===== config.mk =====
export PLATFORM = sky130hd
export DESIGN_NAME = ntrb_top
export DESIGN_NICKNAME = d
export VERILOG_FILES = /design/src/rtl/ntrb_pkg.sv /design/src/rtl/ntrb_top.sv
export VERILOG_INCLUDE_DIRS = /design/src /design/src/rtl
export SDC_FILE = /design/constraint.sdc
export NUM_CORES = 1
export LEC_CHECK = 0
export ABC_AREA = 1
export BUFFER_PORTS_ARGS = -buffer_cell sky130_fd_sc_hd__clkbuf_2
export CORE_UTILIZATION = 33
export DETAILED_ROUTE_END_ITERATION = 12
export SLEW_MARGIN = 40
export SYNTH_ARGS = -nofsm -noshare
export SYNTH_HDL_FRONTEND = slang
export SYNTH_SLANG_ARGS = --single-unit

===== constraint.sdc =====
create_clock -name clk_sys -period 2.2 [get_ports clk_sys]
set_input_delay 0 -clock clk_sys [delete_from_list [all_inputs] [get_ports clk_sys]]
set_output_delay 0 -clock clk_sys [all_outputs]
set_load 0.05 [all_outputs]

===== src/rtl/ntrb_regs.svh =====
// register map, field values and reset values of the transport register bank
`ifndef NTRB_REGS_SVH
`define NTRB_REGS_SVH

// byte addresses on the register bus
`define NTRB_A_VERSION    32'h0000_0000
`define NTRB_A_MODE       32'h0000_0004
`define NTRB_A_HWADDR_HI  32'h0000_0008
`define NTRB_A_HWADDR_LO  32'h0000_000C
`define NTRB_A_SUPPORT    32'h0000_0010
`define NTRB_A_SELECT     32'h0000_0014
`define NTRB_A_ACT_IP     32'h0000_0024
`define NTRB_A_ACT_MASK   32'h0000_0034
`define NTRB_A_ACT_GW     32'h0000_0044
`define NTRB_A_URL1       32'h0000_0200
`define NTRB_A_URL2       32'h0000_0400
`define NTRB_A_IFCOUNT    32'h0000_0600
`define NTRB_A_STO_IP     32'h0000_064C
`define NTRB_A_STO_MASK   32'h0000_065C
`define NTRB_A_STO_GW     32'h0000_066C
`define NTRB_A_MSGCH      32'h0000_0900
`define NTRB_A_STRCH      32'h0000_0904
`define NTRB_A_PAYLOAD    32'hA000_0120
`define NTRB_A_STATUS     32'hA000_0194
`define NTRB_A_SPEED      32'hA000_0198
`define NTRB_A_IFSEL      32'hA000_01A0

// string regions: 512 bytes each, first 32 bytes carry text
`define NTRB_URL_MASK     32'hFFFF_FE00
`define NTRB_URL_IDX      8:2
`define NTRB_URL_WORDS    7'h08

// constant field values
`define NTRB_VER_MAJOR    16'h0001
`define NTRB_VER_MINOR    16'h0000
`define NTRB_BIG_ENDIAN   1'h0
`define NTRB_CHARSET_UTF8 8'h01
`define NTRB_SUPPORT      32'h0000_0007
`define NTRB_IFCOUNT      32'h0000_0001
`define NTRB_MSGCH        32'h0000_0000
`define NTRB_STRCH        32'h0000_0001
`define NTRB_IFSEL        32'h0000_0000
`define NTRB_SPEED_MAX    32'h0000_03E8

// reset values
`define NTRB_SEL_RESET    3'h6
`define NTRB_STO_RESET    32'h0000_0000

`endif


===== src/rtl/ntrb_pkg.sv =====
// types shared by the transport register bank
package ntrb_pkg;

  typedef struct packed {
    logic [15:0] major;
    logic [15:0] minor;
  } ntrb_version_t;

  typedef struct packed {
    logic        big_endian;
    logic [22:0] rsvd;
    logic [7:0]  charset;
  } ntrb_mode_t;

  typedef struct packed {
    logic [28:0] rsvd;
    logic        link_local;
    logic        dhcp;
    logic        stat;
  } ntrb_ipcfg_t;

  typedef struct packed {
    logic        valid;
    logic [31:0] ip;
    logic [31:0] mask;
    logic [31:0] gw;
  } ntrb_ipv4_set_t;

  typedef enum logic [2:0] {
    NTRB_ST_NONE      = 3'h0,
    NTRB_ST_STORED    = 3'h1,
    NTRB_ST_DHCP      = 3'h2,
    NTRB_ST_LINKLOCAL = 3'h3,
    NTRB_ST_FORCED    = 3'h4
  } ntrb_ipstat_t;

endpackage


===== src/rtl/ntrb_top.sv =====
// transport register bank: APB slave with version, addressing and link registers
`timescale 1ns/1ps
`include "ntrb_regs.svh"

module ntrb_top #(
  parameter logic [255:0] URL_FIRST  = "local:device.xml;0;0",
  parameter logic [255:0] URL_SECOND = "local:device.xml;0;0"
) (
  input  wire logic                    clk_sys,
  input  wire logic                    resetn,
  input  wire logic                    psel,
  input  wire logic                    penable,
  input  wire logic                    pwrite,
  input  wire logic [31:0]             paddr,
  input  wire logic [31:0]             pwdata,
  input  wire logic [3:0]              pstrb,
  output logic      [31:0]             prdata,
  output logic                         pready,
  output logic                         pslverr,
  input  wire logic [47:0]             hw_address,
  input  wire ntrb_pkg::ntrb_ipv4_set_t dhcp_lease,
  input  wire ntrb_pkg::ntrb_ipv4_set_t link_local_lease,
  input  wire ntrb_pkg::ntrb_ipv4_set_t forced_lease,
  input  wire logic [31:0]             link_speed_in,
  input  wire logic [31:0]             payload_size_in,
  output logic                         dhcp_enable,
  output logic                         stored_enable
);

  // strings are left-justified so that byte 0 is the first character
  function automatic logic [255:0] ntrb_just(input logic [255:0] s);
    logic [255:0] t;
    t = s;
    for (int i = 0; i < 32; i++) begin
      if (t[255:248] == 8'h00) begin
        t = t << 8;
      end
    end
    return t;
  endfunction

  // one word of a string region, bytes little endian
  function automatic logic [31:0] ntrb_url_word(input logic [255:0] s,
                                                input logic [6:0] idx);
    logic [31:0] w;
    w = 32'h0000_0000;
    if (idx < `NTRB_URL_WORDS) begin
      for (int b = 0; b < 4; b++) begin
        w[8*b +: 8] = s[255 - 8*(4*idx + b) -: 8];
      end
    end
    return w;
  endfunction

  // byte-lane merge of a write into a stored word
  function automatic logic [31:0] ntrb_merge(input logic [31:0] old,
                                             input logic [31:0] wd,
                                             input logic [3:0]  st);
    logic [31:0] m;
    m = old;
    for (int b = 0; b < 4; b++) begin
      if (st[b]) begin
        m[8*b +: 8] = wd[8*b +: 8];
      end
    end
    return m;
  endfunction

  localparam logic [255:0] URL1_J = ntrb_just(URL_FIRST);
  localparam logic [255:0] URL2_J = ntrb_just(URL_SECOND);

  // state
  ntrb_pkg::ntrb_ipcfg_t  sel_reg;
  ntrb_pkg::ntrb_ipcfg_t  sel_next;
  logic [31:0]            sto_ip_reg;
  logic [31:0]            sto_mask_reg;
  logic [31:0]            sto_gw_reg;
  logic [31:0]            act_ip_reg;
  logic [31:0]            act_mask_reg;
  logic [31:0]            act_gw_reg;
  ntrb_pkg::ntrb_ipstat_t status_reg;
  ntrb_pkg::ntrb_ipstat_t status_next;
  ntrb_pkg::ntrb_ipv4_set_t act_next;
  logic [31:0]            speed_reg;
  logic [31:0]            payload_reg;
  logic [31:0]            prdata_reg;
  logic                   err_reg;

  // bus phases
  wire setup_ph = psel & ~penable;
  wire wr_acc   = psel & penable & pwrite & pready;

  // address decode
  wire hit_ver     = paddr == `NTRB_A_VERSION;
  wire hit_mode    = paddr == `NTRB_A_MODE;
  wire hit_mac_hi  = paddr == `NTRB_A_HWADDR_HI;
  wire hit_mac_lo  = paddr == `NTRB_A_HWADDR_LO;
  wire hit_sup     = paddr == `NTRB_A_SUPPORT;
  wire hit_sel     = paddr == `NTRB_A_SELECT;
  wire hit_aip     = paddr == `NTRB_A_ACT_IP;
  wire hit_amask   = paddr == `NTRB_A_ACT_MASK;
  wire hit_agw     = paddr == `NTRB_A_ACT_GW;
  wire hit_url1    = (paddr & `NTRB_URL_MASK) == `NTRB_A_URL1;
  wire hit_url2    = (paddr & `NTRB_URL_MASK) == `NTRB_A_URL2;
  wire hit_ifc     = paddr == `NTRB_A_IFCOUNT;
  wire hit_sip     = paddr == `NTRB_A_STO_IP;
  wire hit_smask   = paddr == `NTRB_A_STO_MASK;
  wire hit_sgw     = paddr == `NTRB_A_STO_GW;
  wire hit_msg     = paddr == `NTRB_A_MSGCH;
  wire hit_str     = paddr == `NTRB_A_STRCH;
  wire hit_pay     = paddr == `NTRB_A_PAYLOAD;
  wire hit_stat    = paddr == `NTRB_A_STATUS;
  wire hit_spd     = paddr == `NTRB_A_SPEED;
  wire hit_ifsel   = paddr == `NTRB_A_IFSEL;

  wire hit_any = hit_ver | hit_mode | hit_mac_hi | hit_mac_lo | hit_sup |
                 hit_sel | hit_aip | hit_amask | hit_agw | hit_url1 |
                 hit_url2 | hit_ifc | hit_sip | hit_smask | hit_sgw |
                 hit_msg | hit_str | hit_pay | hit_stat | hit_spd | hit_ifsel;

  // constant words
  wire ntrb_pkg::ntrb_version_t ver_w = '{major: `NTRB_VER_MAJOR,
                                          minor: `NTRB_VER_MINOR};
  wire ntrb_pkg::ntrb_mode_t mode_w = '{big_endian: `NTRB_BIG_ENDIAN,
                                        rsvd: '0,
                                        charset: `NTRB_CHARSET_UTF8};

  // url windows; only the word index inside the region matters
  wire [6:0]  url_idx = paddr[`NTRB_URL_IDX];
  wire [31:0] url1_w  = ntrb_url_word(URL1_J, url_idx);
  wire [31:0] url2_w  = ntrb_url_word(URL2_J, url_idx);

  // read selection, and-or so unmapped reads come out zero
  wire [31:0] rd_word =
      ({32{hit_ver}}    & ver_w)                                  |
      ({32{hit_mode}}   & mode_w)                                 |
      ({32{hit_mac_hi}} & {16'h0000, hw_address[47:32]})          |
      ({32{hit_mac_lo}} & hw_address[31:0])                      |
      ({32{hit_sup}}    & `NTRB_SUPPORT)                          |
      ({32{hit_sel}}    & sel_reg)                                |
      ({32{hit_aip}}    & act_ip_reg)                             |
      ({32{hit_amask}}  & act_mask_reg)                           |
      ({32{hit_agw}}    & act_gw_reg)                             |
      ({32{hit_url1}}   & url1_w)                                 |
      ({32{hit_url2}}   & url2_w)                                 |
      ({32{hit_ifc}}    & `NTRB_IFCOUNT)                          |
      ({32{hit_sip}}    & sto_ip_reg)                             |
      ({32{hit_smask}}  & sto_mask_reg)                           |
      ({32{hit_sgw}}    & sto_gw_reg)                             |
      ({32{hit_msg}}    & `NTRB_MSGCH)                            |
      ({32{hit_str}}    & `NTRB_STRCH)                            |
      ({32{hit_pay}}    & payload_reg)                            |
      ({32{hit_stat}}   & {29'h0000_0000, status_reg})            |
      ({32{hit_spd}}    & speed_reg)                              |
      ({32{hit_ifsel}}  & `NTRB_IFSEL);

  // select register: only two enables take writes, link-local stays set
  wire [31:0] sel_wd = ntrb_merge(sel_reg, pwdata, pstrb);
  always_comb begin
    sel_next = sel_reg;
    if (wr_acc && hit_sel) begin
      sel_next.dhcp = sel_wd[1];
      sel_next.stat = sel_wd[0];
    end
    sel_next.link_local = 1'b1;
    sel_next.rsvd = '0;
  end

  // which lease becomes active; forced wins, then stored, then dhcp
  always_comb begin
    act_next    = '0;
    status_next = ntrb_pkg::NTRB_ST_NONE;
    if (forced_lease.valid) begin
      act_next    = forced_lease;
      status_next = ntrb_pkg::NTRB_ST_FORCED;
    end else if (sel_reg.stat) begin
      act_next    = '{valid: 1'b1, ip: sto_ip_reg, mask: sto_mask_reg,
                      gw: sto_gw_reg};
      status_next = ntrb_pkg::NTRB_ST_STORED;
    end else if (sel_reg.dhcp && dhcp_lease.valid) begin
      act_next    = dhcp_lease;
      status_next = ntrb_pkg::NTRB_ST_DHCP;
    end else if (link_local_lease.valid) begin
      act_next    = link_local_lease;
      status_next = ntrb_pkg::NTRB_ST_LINKLOCAL;
    end
  end

  // speed above the top figure is clipped, not passed through
  wire [31:0] speed_next = (link_speed_in > `NTRB_SPEED_MAX) ?
                           `NTRB_SPEED_MAX : link_speed_in;

  // software-written registers; every other address ignores the write
  always_ff @(posedge clk_sys) begin
    if (!resetn) begin
      sel_reg      <= ntrb_pkg::ntrb_ipcfg_t'({29'h0000_0000, `NTRB_SEL_RESET});
      sto_ip_reg   <= `NTRB_STO_RESET;
      sto_mask_reg <= `NTRB_STO_RESET;
      sto_gw_reg   <= `NTRB_STO_RESET;
    end else begin
      sel_reg <= sel_next;
      if (wr_acc && hit_sip) begin
        sto_ip_reg <= ntrb_merge(sto_ip_reg, pwdata, pstrb);
      end
      if (wr_acc && hit_smask) begin
        sto_mask_reg <= ntrb_merge(sto_mask_reg, pwdata, pstrb);
      end
      if (wr_acc && hit_sgw) begin
        sto_gw_reg <= ntrb_merge(sto_gw_reg, pwdata, pstrb);
      end
    end
  end

  // status follows the leases one cycle later
  always_ff @(posedge clk_sys) begin
    if (!resetn) begin
      status_reg   <= ntrb_pkg::NTRB_ST_NONE;
      act_ip_reg   <= `NTRB_STO_RESET;
      act_mask_reg <= `NTRB_STO_RESET;
      act_gw_reg   <= `NTRB_STO_RESET;
      speed_reg    <= `NTRB_STO_RESET;
      payload_reg  <= `NTRB_STO_RESET;
    end else begin
      status_reg   <= status_next;
      act_ip_reg   <= act_next.ip;
      act_mask_reg <= act_next.mask;
      act_gw_reg   <= act_next.gw;
      speed_reg    <= speed_next;
      payload_reg  <= payload_size_in;
    end
  end

  // read data is caught in setup so prdata comes from a flop
  always_ff @(posedge clk_sys) begin
    if (!resetn) begin
      prdata_reg <= 32'h0000_0000;
      err_reg    <= 1'b0;
    end else if (setup_ph) begin
      prdata_reg <= pwrite ? 32'h0000_0000 : rd_word;
      err_reg    <= ~hit_any;
    end
  end

  // zero wait states; error only for an unmapped address
  assign pready        = 1'b1;
  assign pslverr       = psel & penable & err_reg;
  assign prdata        = prdata_reg;
  assign dhcp_enable   = sel_reg.dhcp;
  assign stored_enable = sel_reg.stat;

  // checks
  wire rd_set = psel & ~penable & ~pwrite;

  AST_VERSION_READ: assert property (@(posedge clk_sys) disable iff (!resetn)
    rd_set && paddr == `NTRB_A_VERSION |=> prdata == 32'h0001_0000)
    else $error("version word wrong");

  AST_MODE_READ: assert property (@(posedge clk_sys) disable iff (!resetn)
    rd_set && paddr == `NTRB_A_MODE |=> prdata[31] == 1'b0 && prdata[7:0] == 8'h01)
    else $error("device mode word wrong");

  AST_MAC_READ: assert property (@(posedge clk_sys) disable iff (!resetn)
    rd_set && paddr == `NTRB_A_HWADDR_LO |=> prdata == $past(hw_address[31:0]))
    else $error("hardware address low word wrong");

  AST_SUPPORT_READ: assert property (@(posedge clk_sys) disable iff (!resetn)
    rd_set && paddr == `NTRB_A_SUPPORT |=> prdata[2:0] == 3'h7)
    else $error("supported addressing wrong");

  AST_FORCED_STATUS: assert property (@(posedge clk_sys) disable iff (!resetn)
    // sampled resetn keeps the release edge, with state still in reset, out
    resetn && forced_lease.valid |=> status_reg == ntrb_pkg::NTRB_ST_FORCED
                           && act_ip_reg == $past(forced_lease.ip))
    else $error("forced lease not reported");

  AST_SELECT_STORED: assert property (@(posedge clk_sys) disable iff (!resetn)
    wr_acc && hit_sel && pstrb[0] && pwdata[2:0] == 3'h5
    |=> stored_enable && !dhcp_enable ##1 (forced_lease.valid
        || status_reg == ntrb_pkg::NTRB_ST_STORED))
    else $error("write of 5 did not pick stored addressing");

  AST_LINKLOCAL_ON: assert property (@(posedge clk_sys) disable iff (!resetn)
    ##1 sel_reg.link_local == 1'b1 && sel_reg.rsvd == '0)
    else $error("link-local enable not held");

  AST_STORED_WRITE: assert property (@(posedge clk_sys) disable iff (!resetn)
    wr_acc && hit_sip && pstrb == 4'hF |=> sto_ip_reg == $past(pwdata))
    else $error("stored address not written");

  AST_SPEED_RANGE: assert property (@(posedge clk_sys) disable iff (!resetn)
    speed_reg <= `NTRB_SPEED_MAX)
    else $error("link speed out of range");

  AST_COUNTS_READ: assert property (@(posedge clk_sys) disable iff (!resetn)
    rd_set && paddr == `NTRB_A_STRCH |=> prdata == 32'h0000_0001)
    else $error("stream channel count wrong");

  AST_MSG_READ: assert property (@(posedge clk_sys) disable iff (!resetn)
    rd_set && paddr == `NTRB_A_MSGCH |=> prdata == 32'h0000_0000)
    else $error("message channel count wrong");

  AST_RO_WRITE: assert property (@(posedge clk_sys) disable iff (!resetn)
    wr_acc && !hit_sel && !hit_sip && !hit_smask && !hit_sgw
    |=> $stable(sel_reg) && $stable(sto_ip_reg) && $stable(sto_mask_reg)
        && $stable(sto_gw_reg))
    else $error("read-only write changed state");

  AST_IFSEL_READ: assert property (@(posedge clk_sys) disable iff (!resetn)
    rd_set && paddr == `NTRB_A_IFSEL |=> prdata == `NTRB_IFSEL)
    else $error("interface selector not zero");

  AST_IFCOUNT_READ: assert property (@(posedge clk_sys) disable iff (!resetn)
    rd_set && paddr == `NTRB_A_IFCOUNT |=> prdata == `NTRB_IFCOUNT)
    else $error("interface count wrong");

  AST_PAYLOAD_READ: assert property (@(posedge clk_sys) disable iff (!resetn)
    rd_set && paddr == `NTRB_A_PAYLOAD |=> prdata == $past(payload_size_in, 2))
    else $error("payload size wrong");

  AST_HWADDR_HI: assert property (@(posedge clk_sys) disable iff (!resetn)
    rd_set && paddr == `NTRB_A_HWADDR_HI |=> prdata == {16'h0000, $past(hw_address[47:32])})
    else $error("hardware address high word wrong");

  AST_URL_TAIL: assert property (@(posedge clk_sys) disable iff (!resetn)
    rd_set && (hit_url1 || hit_url2) && url_idx >= `NTRB_URL_WORDS |=> prdata == 32'h0000_0000)
    else $error("string region tail not zero");

  AST_SELECT_DHCP: assert property (@(posedge clk_sys) disable iff (!resetn)
    wr_acc && hit_sel && pstrb[0] && pwdata[2:0] == 3'h6
    |=> dhcp_enable && !stored_enable)
    else $error("write of 6 did not pick dhcp");

  AST_STATUS_DHCP: assert property (@(posedge clk_sys) disable iff (!resetn)
    resetn && !forced_lease.valid && !stored_enable && dhcp_enable && dhcp_lease.valid
    |=> status_reg == ntrb_pkg::NTRB_ST_DHCP)
    else $error("dhcp lease not reported");

  AST_MASK_WRITE: assert property (@(posedge clk_sys) disable iff (!resetn)
    wr_acc && hit_smask |=> sto_mask_reg[7:0] ==
        ($past(pstrb[0]) ? $past(pwdata[7:0]) : $past(sto_mask_reg[7:0])))
    else $error("stored mask byte lane wrong");

  COV_SELECT_DHCP: cover property (@(posedge clk_sys) disable iff (!resetn)
    wr_acc && hit_sel && pwdata[2:0] == 3'h6);

  COV_URL_READ: cover property (@(posedge clk_sys) disable iff (!resetn)
    rd_set && hit_url1 ##1 prdata != 32'h0000_0000);

  COV_UNMAPPED: cover property (@(posedge clk_sys) disable iff (!resetn)
    pslverr);

  COV_FORCED: cover property (@(posedge clk_sys) disable iff (!resetn)
    status_reg == ntrb_pkg::NTRB_ST_FORCED);

  COV_PARTIAL_STROBE: cover property (@(posedge clk_sys) disable iff (!resetn)
    wr_acc && hit_smask && pstrb != 4'hF);

endmodule


==> impl_metrics.yaml <==
clock_tree:
  root_buffer: "clkbuf_16"
  clock_sinks: 294
  numCtsBuffers: 37
  path_clk_slew_ns: 0.06
  clk_latency_ns: 0.58
  htreeDepth: 2
  cts_setup_buffers: 0
  cts_tree: "done"
  clockBufferDepth: 3
worst_setup_path:
  startpoint: "stored_enable"
  endpoint: "act_gw_reg[22]"
  critPathTopFamily: "buffers and inverters"
  worst_path_max_delay_cell: "dlygate4sd3_1"
  reg2reg_to: "act_gw_reg[22]"
  arrival_ns: 2.61
  critPathRequiredTime_ns: 2.66
  cp-end-kind: "flop"
  r2r_start: "stored_enable"
  crit_fanout: 33
  critPathKind: "flop to flop"
  cp-start-kind: "flop"
  critical_path.cell_chain: "inv_6, buf_4, nand3_1, a32o_1, dlygate4sd3_1"
  reg2reg_depth: 5
  crit_cells: 5
  path_buf_inv: 3
  max_stage_delay_ns: 0.58
  rrSetupSlack_ns: 0.05
cells_and_area:
  fillers: 4485
  post-route-util_pct: 52.4
  final_cell_mix: "625 x nand2_1, 508 x clkbuf_2, 374 x dlygate4sd3_1"
  final_common_cell: "nand2_1"
  nets: 3633
  final_area_um2: 23700
  area_growth_syn_to_layout_pct: 57.1
  drive_above_1_share_pct: 22.9
routing:
  wl_per_cell_um: 21.8
  viasPerCell: 5.23
  first_pass_iters: 5
  drtAntennaViolNets: 0
  via_count: 19800
  wirelength_um: 82400
  drc_errors: 0
  first_iter_violations: 1750
global_routing:
  top_usage_layer: "met2"
  gr-total-overflow: 0
  grt_max_degree: 98
  use_met1_pct: 44.8
  antenna_found_initial: 1
  grt_pass1_wl_um: 120000
  gr-usage-met2_pct: 56.5
  met3_usage_pct: 4.36
  first_global_vias: 19600
  grt_usage_pct: 34.3
floorplanning:
  chipHeight_um: 216
  coreArea_um2: 45300
  rows: 78
  pin_count: 512
  die-area_um2: 46600
  start_util_pct: 33.4
  die_w_um: 216
placement:
  numPortBuffers: 510
  dpl_worst_slack_ns: 0.0221
  placed_area_um2: 18700
  gp_congestion: 0.956
  post-dp-hpwl_um: 59800
power:
  ir_drop_uv: 489
  leakage_uw: 0.0114
  power_density_nw_per_um2: 582
timing:
  hold_viol: 0
  timing.final.crit_share_pct: 97.9
  slew_viol_final: 0
  worstMarginPinSlew_ns: 0.835
  setup_ws_ns: 0.0470
  setup_viol: 0
  fmaxAchievable_ghz: 0.464
  rsz0062_at_grt: "false"
  timing.setup.tns_ns: 0
  maxSlewHeadroom_pct: 44.4
  skew_ns: 0.0444
  period_needed_ns: 2.15
synth:
  synthCells: 2259
  syn_avg_cell_area_um2: 6.69
  ys_seq_area_share_pct: 39.0
  yosys_warnings: 0
  syn-cell-area_um2: 15100
  ys_types: 39
  yosys_register_bits: 294
job:
  drv_cap: 0
worst_hold_path:
  hold_path.class: "input pin to flop"
status:
  status: "finished, final reports clean"
[how the worst min path moves through the flow]
stage,start,end,cells past startpoint
finish,hw_address[10],prdata[10],7
detailed placement,payload_size_in[17],payload_reg[17],3
CTS,hw_address[38],prdata[6],7
global placement,payload_size_in[17],payload_reg[17],3
global route,hw_address[38],prdata[6],7
floorplan,forced_lease[96],status_reg[0],1
[stage by stage]
stage                     total power, µW  hold WS [ns]  cells
final                               13800        0.0119   3784
after global routing                14200        0.0677   3783
after detailed placement             7000         0.189   3342
after global placement               7000         0.189   3342
after floorplan                      6220        0.0793   2280
after CTS                           13800       0.00713   3783
[power breakdown]
group          total [µW]  switching (µW)  leakage (µW)  internal, µW
Sequential           5590            75.5       0.00241          5510
Clock                6320            2600      0.000625          3720
Combinational        1900             908       0.00837           994
Total               13800            3580        0.0114         10200
[layer usage]
metal,vias to the layer above,share of wire (%)
met5,-,0
met4,0,4.3
met3,210,7.2
met2,1083,46
met1,9275,43
li1,9219,-
[repair_timing]
item                                   CTS  global route
gates resized for setup                  0             5
endpoints found under the hold margin  262             0
hold buffers                           374             0
setup endpoints to repair                0            32
[synth_stat cells]
| library cell | number | area (µm²) |
|---|---|---|
| nand3_1 | 356 | 1780 |
| o31ai_1 | 1 | 7.51 |
| nand4_1 | 7 | 43.8 |
| clkinv_1 | 3 | 11.3 |
| nand2_4 | 3 | 33.8 |
| a211o_1 | 1 | 8.76 |
| buf_1 | 13 | 48.8 |
| nor2_8 | 2 | 40.0 |
| nand3_2 | 7 | 70.1 |
| nor3_1 | 10 | 50.1 |
| buf_4 | 12 | 90.1 |
| and3_1 | 2 | 12.5 |
| a32o_1 | 76 | 761 |
| o211ai_1 | 21 | 158 |
| nand3b_2 | 1 | 11.3 |
| nor2_1 | 161 | 604 |
| buf_2 | 23 | 115 |
| a21oi_2 | 1 | 8.76 |
| o21ai_0 | 114 | 571 |
| inv_1 | 214 | 803 |
| nand2_2 | 9 | 56.3 |
| o22ai_1 | 6 | 37.5 |
| inv_2 | 14 | 52.6 |
| a21oi_1 | 132 | 661 |
| nor3_2 | 2 | 20.0 |
| nand2_1 | 626 | 2350 |
| conb_1 | 2 | 7.51 |
| clkinv_2 | 3 | 15.0 |
| dfxtp_1 | 294 | 5890 |
| buf_6 | 10 | 113 |
| ha_1 | 2 | 25.0 |
| nor4_1 | 6 | 37.5 |
| nor3_4 | 3 | 48.8 |
| clkbuf_1 | 80 | 300 |
| o21ai_1 | 26 | 130 |
| a22oi_1 | 1 | 7.51 |
| nor2_2 | 7 | 43.8 |
| nand3b_1 | 2 | 15.0 |
| nor2_4 | 6 | 67.6 |
[logic make-up (layout without fill, tap and decap cells)]
logic type | count (synthesis) | in the layout | share of synthesized area (%)
simple gates | 1210 | 1210 | 35.0
compound gates | 379 | 379 | 15.6
buf+inv | 372 | 1275 | 10.3
flops | 294 | 294 | 39.0
fa+ha+maj | 2 | 2 | 0.166
other cells | 2 | 24 | 0.0497
[worst reg2reg max path, cell delays in order, from the launching register on]
cell,delay [ns]
dfxtp_4,0.44
inv_6,0.30
buf_4,0.36
nand3_1,0.15
a32o_1,0.23
dlygate4sd3_1,0.58
[area by class of cell]
type / count / area (µm²) / area share (%)
tap: 600 / 751 / 3.16
timing repair buffer: 974 / 7130 / 30.0
clock buffer: 50 / 1070 / 4.53
clock inverter: 17 / 206 / 0.870
antenna: 1 / 2.50 / 0.0105
inverter: 234 / 895 / 3.77
multi-input combinational: 1614 / 7770 / 32.8
sequential: 294 / 5890 / 24.8
Note: power is estimated with default switching activity, not from simulation.
